<file path="config.mk">
export PLATFORM = sky130hd
export DESIGN_NAME = cpusr_top
export DESIGN_NICKNAME = d
export VERILOG_FILES = /design/src/rtl/cpusr_sticky.v /design/src/rtl/cpusr_top.v
export VERILOG_INCLUDE_DIRS = /design/src /design/src/rtl
export SDC_FILE = /design/constraint.sdc
export NUM_CORES = 1
export LEC_CHECK = 0
export BUFFER_PORTS_ARGS = -buffer_cell sky130_fd_sc_hd__buf_2
export CORE_ASPECT_RATIO = 0.6
export CORE_MARGIN = 2
export CORE_UTILIZATION = 50
export DETAILED_ROUTE_END_ITERATION = 6
export GPL_TIMING_DRIVEN = 0
export PLACE_DENSITY = 0.84
export SYNTH_ARGS = -nofsm -noshare
export SYNTH_HDL_FRONTEND = slang
export SYNTH_SLANG_ARGS = --single-unit
</file>
<file path="constraint.sdc">
create_clock -name clk -period 2.06 [get_ports clk]
set_input_delay 0.309 -clock clk [delete_from_list [all_inputs] [get_ports clk]]
set_output_delay 0.309 -clock clk [all_outputs]
set_load 0.05 [all_outputs]
</file>
<file path="src/rtl/cpusr_consts.vh">
// cpusr_consts.vh: offsets, field positions, reset values for the status block
// assumes inclusion by bare name from rtl/ design files
`ifndef CPUSR_CONSTS_VH
`define CPUSR_CONSTS_VH

// register word addresses (4-bit port address)
`define CPUSR_ADDR_FLAGS    4'h0
`define CPUSR_ADDR_IRQ_STAT 4'h1
`define CPUSR_ADDR_IRQ_MASK 4'h2
`define CPUSR_ADDR_CTRL     4'h3

// status register bit positions
`define CPUSR_BIT_ACC_A_OVF   15
`define CPUSR_BIT_ACC_B_OVF   14
`define CPUSR_BIT_CLIP_A      13
`define CPUSR_BIT_CLIP_B      12
`define CPUSR_BIT_EITHER_OVF  11
`define CPUSR_BIT_EITHER_CLIP 10
`define CPUSR_BIT_LOOP        9
`define CPUSR_BIT_HALF_CARRY  8
`define CPUSR_BIT_PRIO_HI     7
`define CPUSR_BIT_PRIO_LO     5
`define CPUSR_BIT_RA   4
`define CPUSR_BIT_N    3
`define CPUSR_BIT_OV   2
`define CPUSR_BIT_Z    1
`define CPUSR_BIT_C    0

// interrupt status bits
`define CPUSR_EV_SAT_A 0
`define CPUSR_EV_SAT_B 1
`define CPUSR_EV_OVF   2
`define CPUSR_EV_W     3

// control register bit
`define CPUSR_CTRL_NEST_DIS 0

`define CPUSR_RESET_FLAGS 16'h0000
`define CPUSR_RESET_EV    4'h0

`endif

</file>
<file path="src/rtl/cpusr_sticky.v">
// cpusr_sticky.v: one sticky flag, hardware set wins over software clear
// assumes set and clear come from logic on clk
`timescale 1ns/10ps
`default_nettype none
module cpusr_sticky
(
    // clock and reset
    input  wire clk,
    input  wire sys_rst,
    // control
    input  wire set_pulse,
    input  wire clr_pulse,
    input  wire wr_en,
    input  wire wr_val,
    // state
    output reg  flag_reg
);

    always @(posedge clk)
    begin
        if (sys_rst)
            flag_reg <= 1'b0;
        else if (set_pulse)
            flag_reg <= 1'b1;
        else if (clr_pulse)
            flag_reg <= 1'b0;
        else if (wr_en)
            flag_reg <= wr_val;
    end

endmodule
`default_nettype wire

</file>
<file path="src/rtl/cpusr_top.v">
// cpusr_top.v: cpu status flags register with sticky clip bits and irq
// assumes core-side flag strobes come from logic on clk (no synchroniser)
`timescale 1ns/10ps
`default_nettype none
`include "cpusr_consts.vh"
module cpusr_top
#(
    parameter HAS_DSP = 1
)
(
    // clock and reset
    input  wire        clk,
    input  wire        sys_rst,
    // register port
    input  wire [3:0]  reg_addr,
    input  wire [15:0] reg_wdata,
    input  wire        reg_wr,
    input  wire        reg_rd,
    output reg  [15:0] reg_rdata,
    // core flag updates
    input  wire        acc_a_ovf_in,
    input  wire        acc_b_ovf_in,
    input  wire        acc_a_sat_set,
    input  wire        acc_b_sat_set,
    input  wire        loop_active_in,
    input  wire        alu_flags_we,
    input  wire [4:0]  alu_flags_in,
    input  wire        half_carry_in,
    // status outputs
    output wire [15:0] cpu_status_flags,
    output wire [2:0]  cpu_priority_level_low,
    output wire        nesting_disable,
    output wire        irq
);

    // without the accumulator engine every engine bit stays zero
    localparam [0:0] DSP = (HAS_DSP != 0) ? 1'b1 : 1'b0;

    reg        acc_a_ovf_flag_reg;
    reg        acc_b_ovf_flag_reg;
    reg        loop_active_flag_reg;
    reg        half_carry_flag_reg;
    reg [2:0]  prio_reg;
    reg [4:0]  alu_reg;
    reg        nest_dis_reg;
    reg [3:0]  ev_stat_reg;
    reg [3:0]  ev_mask_reg;
    reg [15:0] rdata_next;
    wire       acc_a_clip_sticky;
    wire       acc_b_clip_sticky;
    wire       either_acc_ovf_flag;
    wire       either_acc_clip_sticky;
    wire       wr_flags;
    wire       wr_ctrl;
    wire       wr_stat;
    wire       wr_mask;
    wire       clip_wr;
    wire       clip_clear;
    wire [3:0] ev_in;

    // one strobe-and-address decode shared by every register
    function addr_hit;
        input       strobe;
        input [3:0] addr;
        input [3:0] target;
        begin
            addr_hit = strobe && (addr == target);
        end
    endfunction

    assign wr_flags = addr_hit(reg_wr, reg_addr, `CPUSR_ADDR_FLAGS);
    assign wr_ctrl  = addr_hit(reg_wr, reg_addr, `CPUSR_ADDR_CTRL);
    assign wr_stat  = addr_hit(reg_wr, reg_addr, `CPUSR_ADDR_IRQ_STAT);
    assign wr_mask  = addr_hit(reg_wr, reg_addr, `CPUSR_ADDR_IRQ_MASK);
    // software reaches the clip bits only where the engine exists
    assign clip_wr    = wr_flags && DSP;
    // a zero written to the combined bit clears both clip bits
    assign clip_clear = clip_wr && !reg_wdata[`CPUSR_BIT_EITHER_CLIP];

    // set wins over a same-cycle clear or write, so software cannot
    // race a fresh saturation away
    cpusr_sticky u_clip_a
    (
        .clk       (clk),
        .sys_rst   (sys_rst),
        .set_pulse (acc_a_sat_set && DSP),
        .clr_pulse (clip_clear),
        .wr_en     (clip_wr),
        .wr_val    (reg_wdata[`CPUSR_BIT_CLIP_A]),
        .flag_reg  (acc_a_clip_sticky)
    );

    cpusr_sticky u_clip_b
    (
        .clk       (clk),
        .sys_rst   (sys_rst),
        .set_pulse (acc_b_sat_set && DSP),
        .clr_pulse (clip_clear),
        .wr_en     (clip_wr),
        .wr_val    (reg_wdata[`CPUSR_BIT_CLIP_B]),
        .flag_reg  (acc_b_clip_sticky)
    );

    assign either_acc_ovf_flag    = acc_a_ovf_flag_reg | acc_b_ovf_flag_reg;
    assign either_acc_clip_sticky = acc_a_clip_sticky | acc_b_clip_sticky;

    // overflow and loop bits follow the engine; core owns them each cycle
    always @(posedge clk)
    begin
        if (sys_rst)
        begin
            acc_a_ovf_flag_reg   <= 1'b0;
            acc_b_ovf_flag_reg   <= 1'b0;
            loop_active_flag_reg <= 1'b0;
        end
        else
        begin
            acc_a_ovf_flag_reg   <= acc_a_ovf_in && DSP;
            acc_b_ovf_flag_reg   <= acc_b_ovf_in && DSP;
            loop_active_flag_reg <= loop_active_in && DSP;
        end
    end

    // software-writable low flags; core update wins over a same-cycle write
    always @(posedge clk)
    begin
        if (sys_rst)
        begin
            half_carry_flag_reg <= 1'b0;
            alu_reg             <= 5'h00;
            prio_reg            <= 3'h0;
        end
        else
        begin
            if (alu_flags_we)
            begin
                half_carry_flag_reg <= half_carry_in;
                alu_reg             <= alu_flags_in;
            end
            else if (wr_flags)
            begin
                half_carry_flag_reg <= reg_wdata[`CPUSR_BIT_HALF_CARRY];
                // ra is the core's alone; a status write leaves it as is
                alu_reg <= {alu_reg[4], reg_wdata[`CPUSR_BIT_N:`CPUSR_BIT_C]};
            end
            if (wr_flags && !nest_dis_reg)
                prio_reg <= reg_wdata[`CPUSR_BIT_PRIO_HI:`CPUSR_BIT_PRIO_LO];
        end
    end

    // ra bit is read-only from the register port side; kept in alu_reg[4]
    assign cpu_status_flags = {acc_a_ovf_flag_reg, acc_b_ovf_flag_reg,
                               acc_a_clip_sticky, acc_b_clip_sticky,
                               either_acc_ovf_flag, either_acc_clip_sticky,
                               loop_active_flag_reg, half_carry_flag_reg,
                               prio_reg, alu_reg};
    assign cpu_priority_level_low = prio_reg;
    assign nesting_disable        = nest_dis_reg;

    // events: new saturation on either accumulator, any overflow, sw write
    // overflow is a level, so its event re-fires while it stands
    assign ev_in = {wr_flags,
                    either_acc_ovf_flag,
                    acc_b_sat_set && DSP,
                    acc_a_sat_set && DSP};

    // control, interrupt status (write one to clear, set wins) and mask
    always @(posedge clk)
    begin
        if (sys_rst)
        begin
            nest_dis_reg <= 1'b0;
            ev_stat_reg  <= `CPUSR_RESET_EV;
            ev_mask_reg  <= `CPUSR_RESET_EV;
        end
        else
        begin
            if (wr_ctrl)
                nest_dis_reg <= reg_wdata[`CPUSR_CTRL_NEST_DIS];
            if (wr_mask)
                ev_mask_reg <= reg_wdata[3:0];
            if (wr_stat)
                ev_stat_reg <= (ev_stat_reg & ~reg_wdata[3:0]) | ev_in;
            else
                ev_stat_reg <= ev_stat_reg | ev_in;
        end
    end

    assign irq = |(ev_stat_reg & ev_mask_reg);

    // read mux; unmapped addresses read as zero
    always @*
    begin
        case (reg_addr)
            `CPUSR_ADDR_FLAGS:    rdata_next = cpu_status_flags;
            `CPUSR_ADDR_IRQ_STAT: rdata_next = {12'h000, ev_stat_reg};
            `CPUSR_ADDR_IRQ_MASK: rdata_next = {12'h000, ev_mask_reg};
            `CPUSR_ADDR_CTRL:     rdata_next = {15'h0000, nest_dis_reg};
            default:              rdata_next = 16'h0000;
        endcase
    end

    // read data valid the cycle after the strobe; zero otherwise
    always @(posedge clk)
    begin
        if (sys_rst)
            reg_rdata <= 16'h0000;
        else if (reg_rd)
            reg_rdata <= rdata_next;
        else
            reg_rdata <= 16'h0000;
    end

endmodule
`default_nettype wire

</file>
==> run_results.csv, run 1 <==
group,metric,value,unit
global_routing,grt_pass1_vias,1283,
clock_network,numCtsBuffers,5,
die,dieArea,3800,µm²
place,gp_congestion,0.802,
setup_path,critPathSlowestCell,"dfxtp_1",
timing,period_needed,1.58,ns
drt,drtPass1Iterations,5,
global_routing,grt_max_degree,12,
timing,tns,0,ns
clock_network,tritoncts,"yes",
synthesis,syn-mean-instance-area,9.90,µm²
clock_network,path_clk_slew,0.07,ns
clock_network,htreeDepth,2,
die,die_h,48.6,µm
clock_network,postCtsHoldBufs,0,
setup_path,start_kind,"register",
synthesis,synth.distinct_cells,30,
die,dieWidth,78.3,µm
timing,slew_viol_final,0,
place,post-dp-hpwl,2790,µm
global_routing,antenna_found_initial,0,
cells_and_area,final_nets,275,
pwr,p_leak,1.00,nW
die,core_area,3200,µm²
die,rows,16,
pwr,power,1.55,mW
setup_path,path_cells,"nor2_1, inv_1, buf_4, buf_2",
drt,final_antenna_net_count,0,
timing,worstMarginPinSlew,0.641,ns
worst_hold_path,holdCritPathClass,"in -> reg",
clock_network,root_buffer,"clkbuf_8",
setup_path,crit_arrival,1.28,ns
setup_path,crit_fanout,3,
place,placed_area,2040,µm²
timing,skew,0.00183,ns
worst_hold_path,min_path_cells,2,
synthesis,ys_seq_area_share,47.2,%
synthesis,synthesis.instances,167,
timing,relSlewSlack,57.1,%
drt,wl_per_cell,13.3,µm
cells_and_area,fin_util,66.3,%
cells_and_area,layout.cells.non_filler,284,
setup_path,critPathMaxStageDelay,0.32,ns
pwr,ir_worst_vdd,0.339,mV
timing,min_period_over_period,76.9,%
job,drv_cap,0,
synthesis,synth_area,1650,µm²
die,io_pins,73,
cells_and_area,stdcell_area,2120,µm²
timing,hold_viol_final,0,
setup_path,cp_data_required_time,1.75,ns
timing,finalSetupViolCount,0,
drt,routed_wl,3790,µm
timing,fmax,631,MHz
setup_path,criticalPathCategory,"reg -> out",
clock_network,clock_path_buffers,2,
clock_network,cts_resized,0,
cells_and_area,drive_gt1_share,41.4,%
synthesis,syn_nets,203,
pwr,powerDensity,730,nW/µm²
setup_path,ff2ff_path_depth,2,
cells_and_area,layout_common_cells,"buf_2 (69), dfxtp_1 (39), nand2b_1 (15)",
global_routing,grt_pass1_wl,6040,µm
drt,vias,1420,
cells_and_area,layout_commonest_cell,"buf_2",
clock_network,numClockSinks,39,
run_status,status,"finished clean",
synthesis,ys_ff_latch,39,
die,start_util,51.6,%
setup_path,worstSetupEndpointType,"output port",
cells_and_area,antenna_cells,0,
drt,drc_errors,0,
clock_network,clock_latency,0.29,ns
cells_and_area,largest_register_ffs,16,
drt,vias_per_cell,5.00,
cells_and_area,syn_to_final_growth,28.4,%
global_routing,overflow,0,
place,port_buffers,65,
place,dpl.cell_count,277,
timing,rsz0062_at_grt,"false",
global_routing,track_usage,20.7,%
clock_network,cts_setup_buffers,0,
synthesis,yosysWarnings,0,
drt,drt_iter0_markers,39,
[metrics by stage]
step                hold slack (ns)  setup WS [ns]
CTS                           0.224          0.480
global placement              0.440          0.465
floorplan                     0.406          0.677
detailed placement            0.440          0.443
finish                        0.234          0.475
global route                  0.226          0.425
[area by class of cell]
type | count | area, µm²
Buffer | 21 | 140
Clock buffer | 6 | 82.6
Sequential cell | 39 | 781
Timing Repair Buffer | 65 | 325
Clock inverter | 1 | 5.00
Multi-Input combinational cell | 99 | 703
Tap cell | 45 | 56.3
Fill cell | 282 | 1080
Inverter | 8 | 30.0
[where the power goes]
part	total [mW]	internal (mW)	leakage [nW]	switching [mW]
registers	0.793	0.776	0.318	0.0169
logic	0.239	0.0879	0.640	0.151
clock network	0.519	0.262	0.0470	0.256
total	1.55	1.13	1.00	0.424
[worst paths after layout]
check / start / end / slack, ns
max: acc_b_ovf_flag_reg$_SDFF_PP0_ / cpu_status_flags[11] / 0.48
min: reg_wdata[3] / ev_stat_reg[3]$_SDFF_PP0_ / 0.23
max reg2reg: nesting_disable$_SDFFE_PP0P_ / reg_rdata[0]$_SDFF_PP0_ / 1.00
min reg2reg: loop_active_flag_reg$_SDFF_PP0_ / reg_rdata[9]$_SDFF_PP0_ / 0.45
[critical path: cells and delay by family (launching register included)]
family,cells,cell delay [ns]
and+or+nand+nor,1,0.23
buffers and inverters,3,0.43
DFF,1,0.32
[kinds of logic (layout without fill, tap and decap cells)]
family / Yosys count / count (layout) / share of synthesized area [%]
buffers and inverters: 29 / 101 / 10.3
flip-flops: 39 / 39 / 47.2
AO/OA/AOI/OAI: 29 / 29 / 11.6
AND/OR/NAND/NOR: 57 / 57 / 22.3
multiplexers: 13 / 13 / 8.62
[metal layers]
layer  GRT usage (%)  up-vias  part of all wire (%)
met5               0        -                     0
met4            7.89        0                   1.5
met3            6.34        8                   9.7
met2            31.2       66                    43
met1            28.1      640                    46
li1                -      706                     -
[synthesized netlist by cell type]
cell type	count	area, µm²
or3b_1	1	8.76
nor3b_2	1	12.5
nand3_1	1	5.00
clkbuf_1	4	15.0
a31oi_1	7	43.8
or4b_1	1	10.0
nand2_1	4	15.0
o21ai_0	7	35.0
a22oi_1	2	15.0
a21oi_1	4	20.0
nor3_4	1	16.3
buf_6	2	22.5
mux4_2	1	22.5
and2_1	12	75.1
dfxtp_1	39	781
a211oi_1	1	7.51
nor3b_4	1	18.8
nor2_4	1	11.3
nor2_1	6	22.5
nor2b_1	5	31.3
a221oi_1	5	43.8
nor3_1	1	5.00
nand4_1	2	12.5
or2_2	5	31.3
nand2b_1	15	93.8
inv_1	8	30.0
a311oi_1	3	26.3
mux2i_1	12	120
buf_2	4	20.0
buf_4	11	82.6
Note: power is estimated with default switching activity, not from simulation.
==> run 2: changes to the inputs <==
--- a/config.mk
+++ b/config.mk
@@ -9,10 +9,10 @@
 export BUFFER_PORTS_ARGS = -buffer_cell sky130_fd_sc_hd__buf_2
 export CORE_ASPECT_RATIO = 0.6
 export CORE_MARGIN = 2
-export CORE_UTILIZATION = 50
+export CORE_UTILIZATION = 46
 export DETAILED_ROUTE_END_ITERATION = 6
 export GPL_TIMING_DRIVEN = 0
-export PLACE_DENSITY = 0.84
+export PLACE_DENSITY = 0.78
 export SYNTH_ARGS = -nofsm -noshare
 export SYNTH_HDL_FRONTEND = slang
 export SYNTH_SLANG_ARGS = --single-unit
==> constraint.sdc (replaced) <==
create_clock -name clk -period 1.6 [get_ports clk]
set_input_delay 0.24 -clock clk [delete_from_list [all_inputs] [get_ports clk]]
set_output_delay 0.24 -clock clk [all_outputs]
set_load 0.05 [all_outputs]
==> run 2 against run 1 <==
  * Critical path depth stayed put
  * Critical endpoint unchanged
  * Utilization is 2.9 points lower
  * Die area is 8.1% higher
  * Clock skew is 0.0027 ns higher
==> run_results.csv, run 2 (synthesis results as in run 1) <==
group,metric,value,unit
cells_and_area,largest_register_ffs,16,
clock_network,htreeDepth,2,
pwr,ir_worst_vdd,0.422,mV
setup_path,crit_buf_inv,3,
setup_path,crit_arrival,1.26,ns
pwr,p_leak,1.01,nW
clock_network,clock_latency,0.29,ns
clock_network,cts_setup_buffers,0,
die,core_area,3340,µm²
setup_path,cp_data_required_time,1.36,ns
clock_network,numCtsBuffers,5,
drt,drc_errors,0,
cells_and_area,antenna_cells,0,
timing,min_period_over_period,94.0,%
global_routing,grt_pass1_vias,1293,
setup_path,crit_fanout,3,
drt,vias_per_cell,4.99,
clock_network,cts_resized,0,
clock_network,tritoncts,"yes",
cells_and_area,layout_common_cells,"buf_2 (69), dfxtp_1 (39), nand2b_1 (15)",
cells_and_area,drive_gt1_share,41.7,%
cells_and_area,layout_commonest_cell,"buf_2",
die,dieWidth,81.4,µm
clock_network,path_clk_slew,0.08,ns
cells_and_area,layout.cells.non_filler,285,
global_routing,overflow,0,
clock_network,postCtsHoldBufs,0,
timing,skew,0.00452,ns
cells_and_area,fin_util,63.4,%
place,gp_congestion,0.871,
timing,period_needed,1.50,ns
clock_network,numClockSinks,39,
setup_path,path_cells,"nor2_1, inv_1, buf_4, buf_2",
die,io_pins,73,
setup_path,worstSetupEndpointType,"output port",
global_routing,grt_pass1_wl,6110,µm
global_routing,grt_max_degree,13,
global_routing,antenna_found_initial,0,
drt,vias,1423,
global_routing,track_usage,20.4,%
worst_hold_path,holdCritPathClass,"in -> reg",
clock_network,clock_path_buffers,2,
job,drv_cap,0,
setup_path,cp_top_family,"buffers and inverters",
timing,tns,0,ns
place,port_buffers,65,
timing,finalSetupViolCount,0,
die,start_util,49.5,%
clock_network,root_buffer,"clkbuf_8",
run_status,status,"finished clean",
drt,routed_wl,3850,µm
timing,hold_viol_final,0,
timing,relSlewSlack,55.5,%
cells_and_area,fillers,301,
timing,slew_viol_final,0,
setup_path,start_kind,"register",
drt,final_antenna_net_count,0,
die,rows,16,
drt,drtPass1Iterations,4,
setup_path,critPathMaxStageDelay,0.33,ns
place,dpl.cell_count,277,
drt,drt_iter0_markers,73,
drt,wl_per_cell,13.5,µm
setup_path,criticalPathCategory,"reg -> out",
timing,rsz0062_at_grt,"false",
cells_and_area,final_nets,275,
setup_path,critPathSlowestCell,"dfxtp_1",
die,dieArea,4110,µm²
timing,fmax,665,MHz
pwr,powerDensity,929,nW/µm²
die,die_h,50.5,µm
place,post-dp-hpwl,2950,µm
timing,worstMarginPinSlew,0.664,ns
cells_and_area,syn_to_final_growth,28.1,%
[run 2: cell count changes in the layout (fill, tap and decap cells not counted)]
cell      before  now
clkbuf_8       6    5
clkinv_2       1    3
[run 2: per-layer routing]
metal  GRT usage (%)  up-vias  share of wire (%)
met2            29.5       72                 42
met1            28.8      640                 48
met4            7.63        0                1.1
met5               0        -                  0
met3            5.76        5                9.3
li1                -      706                  -
[run 2: worst reg2reg max path, cell delays in order (launching register included)]
cell     delay (ns)
dfxtp_1        0.35
mux4_2         0.47
nor2b_1        0.14
[run 2: stage by stage]
stage / setup slack (ns) / total power [mW] / hold WS, ns / instance area (µm²)
floorplan: 0.286 / 1.26 / 0.337 / 1650
global placement: 0.0645 / 1.35 / 0.441 / 2040
detailed placement: 0.0616 / 1.35 / 0.444 / 2040
CTS: 0.0920 / 1.99 / 0.150 / 2120
global route: 0.0233 / 2.06 / 0.167 / 2120
finish: 0.0956 / 1.97 / 0.158 / 2120
[run 2: path summary, 6_finish.rpt]
kind                                        start                        end  slack (ns)  cells after the start
setup / recovery    acc_b_ovf_flag_reg$_SDFF_PP0_       cpu_status_flags[11]         0.1                      4
hold reg to reg   loop_active_flag_reg$_SDFF_PP0_    reg_rdata[9]$_SDFF_PP0_        0.46                      1
setup reg to reg     nesting_disable$_SDFFE_PP0P_    reg_rdata[0]$_SDFF_PP0_        0.54                      2
hold / removal                       reg_wdata[3]  ev_stat_reg[3]$_SDFF_PP0_        0.16                      2
[run 2: area by class of cell]
cell class,instances,area [µm²],area share (%)
flip-flops and latches,39,781,36.8
repair buffers,65,325,15.3
multi-input cells,99,703,33.2
clock buffers,5,68.8,3.25
clock inverters,3,15.0,0.708
well taps,45,56.3,2.66
inverters,8,30.0,1.42
plain buffers,21,140,6.61
[run 2: power by group]
group / total (mW) / switching, mW / internal [mW]
clock network: 0.641 / 0.343 / 0.298
registers: 1.02 / 0.0214 / 0.999
logic: 0.309 / 0.196 / 0.113
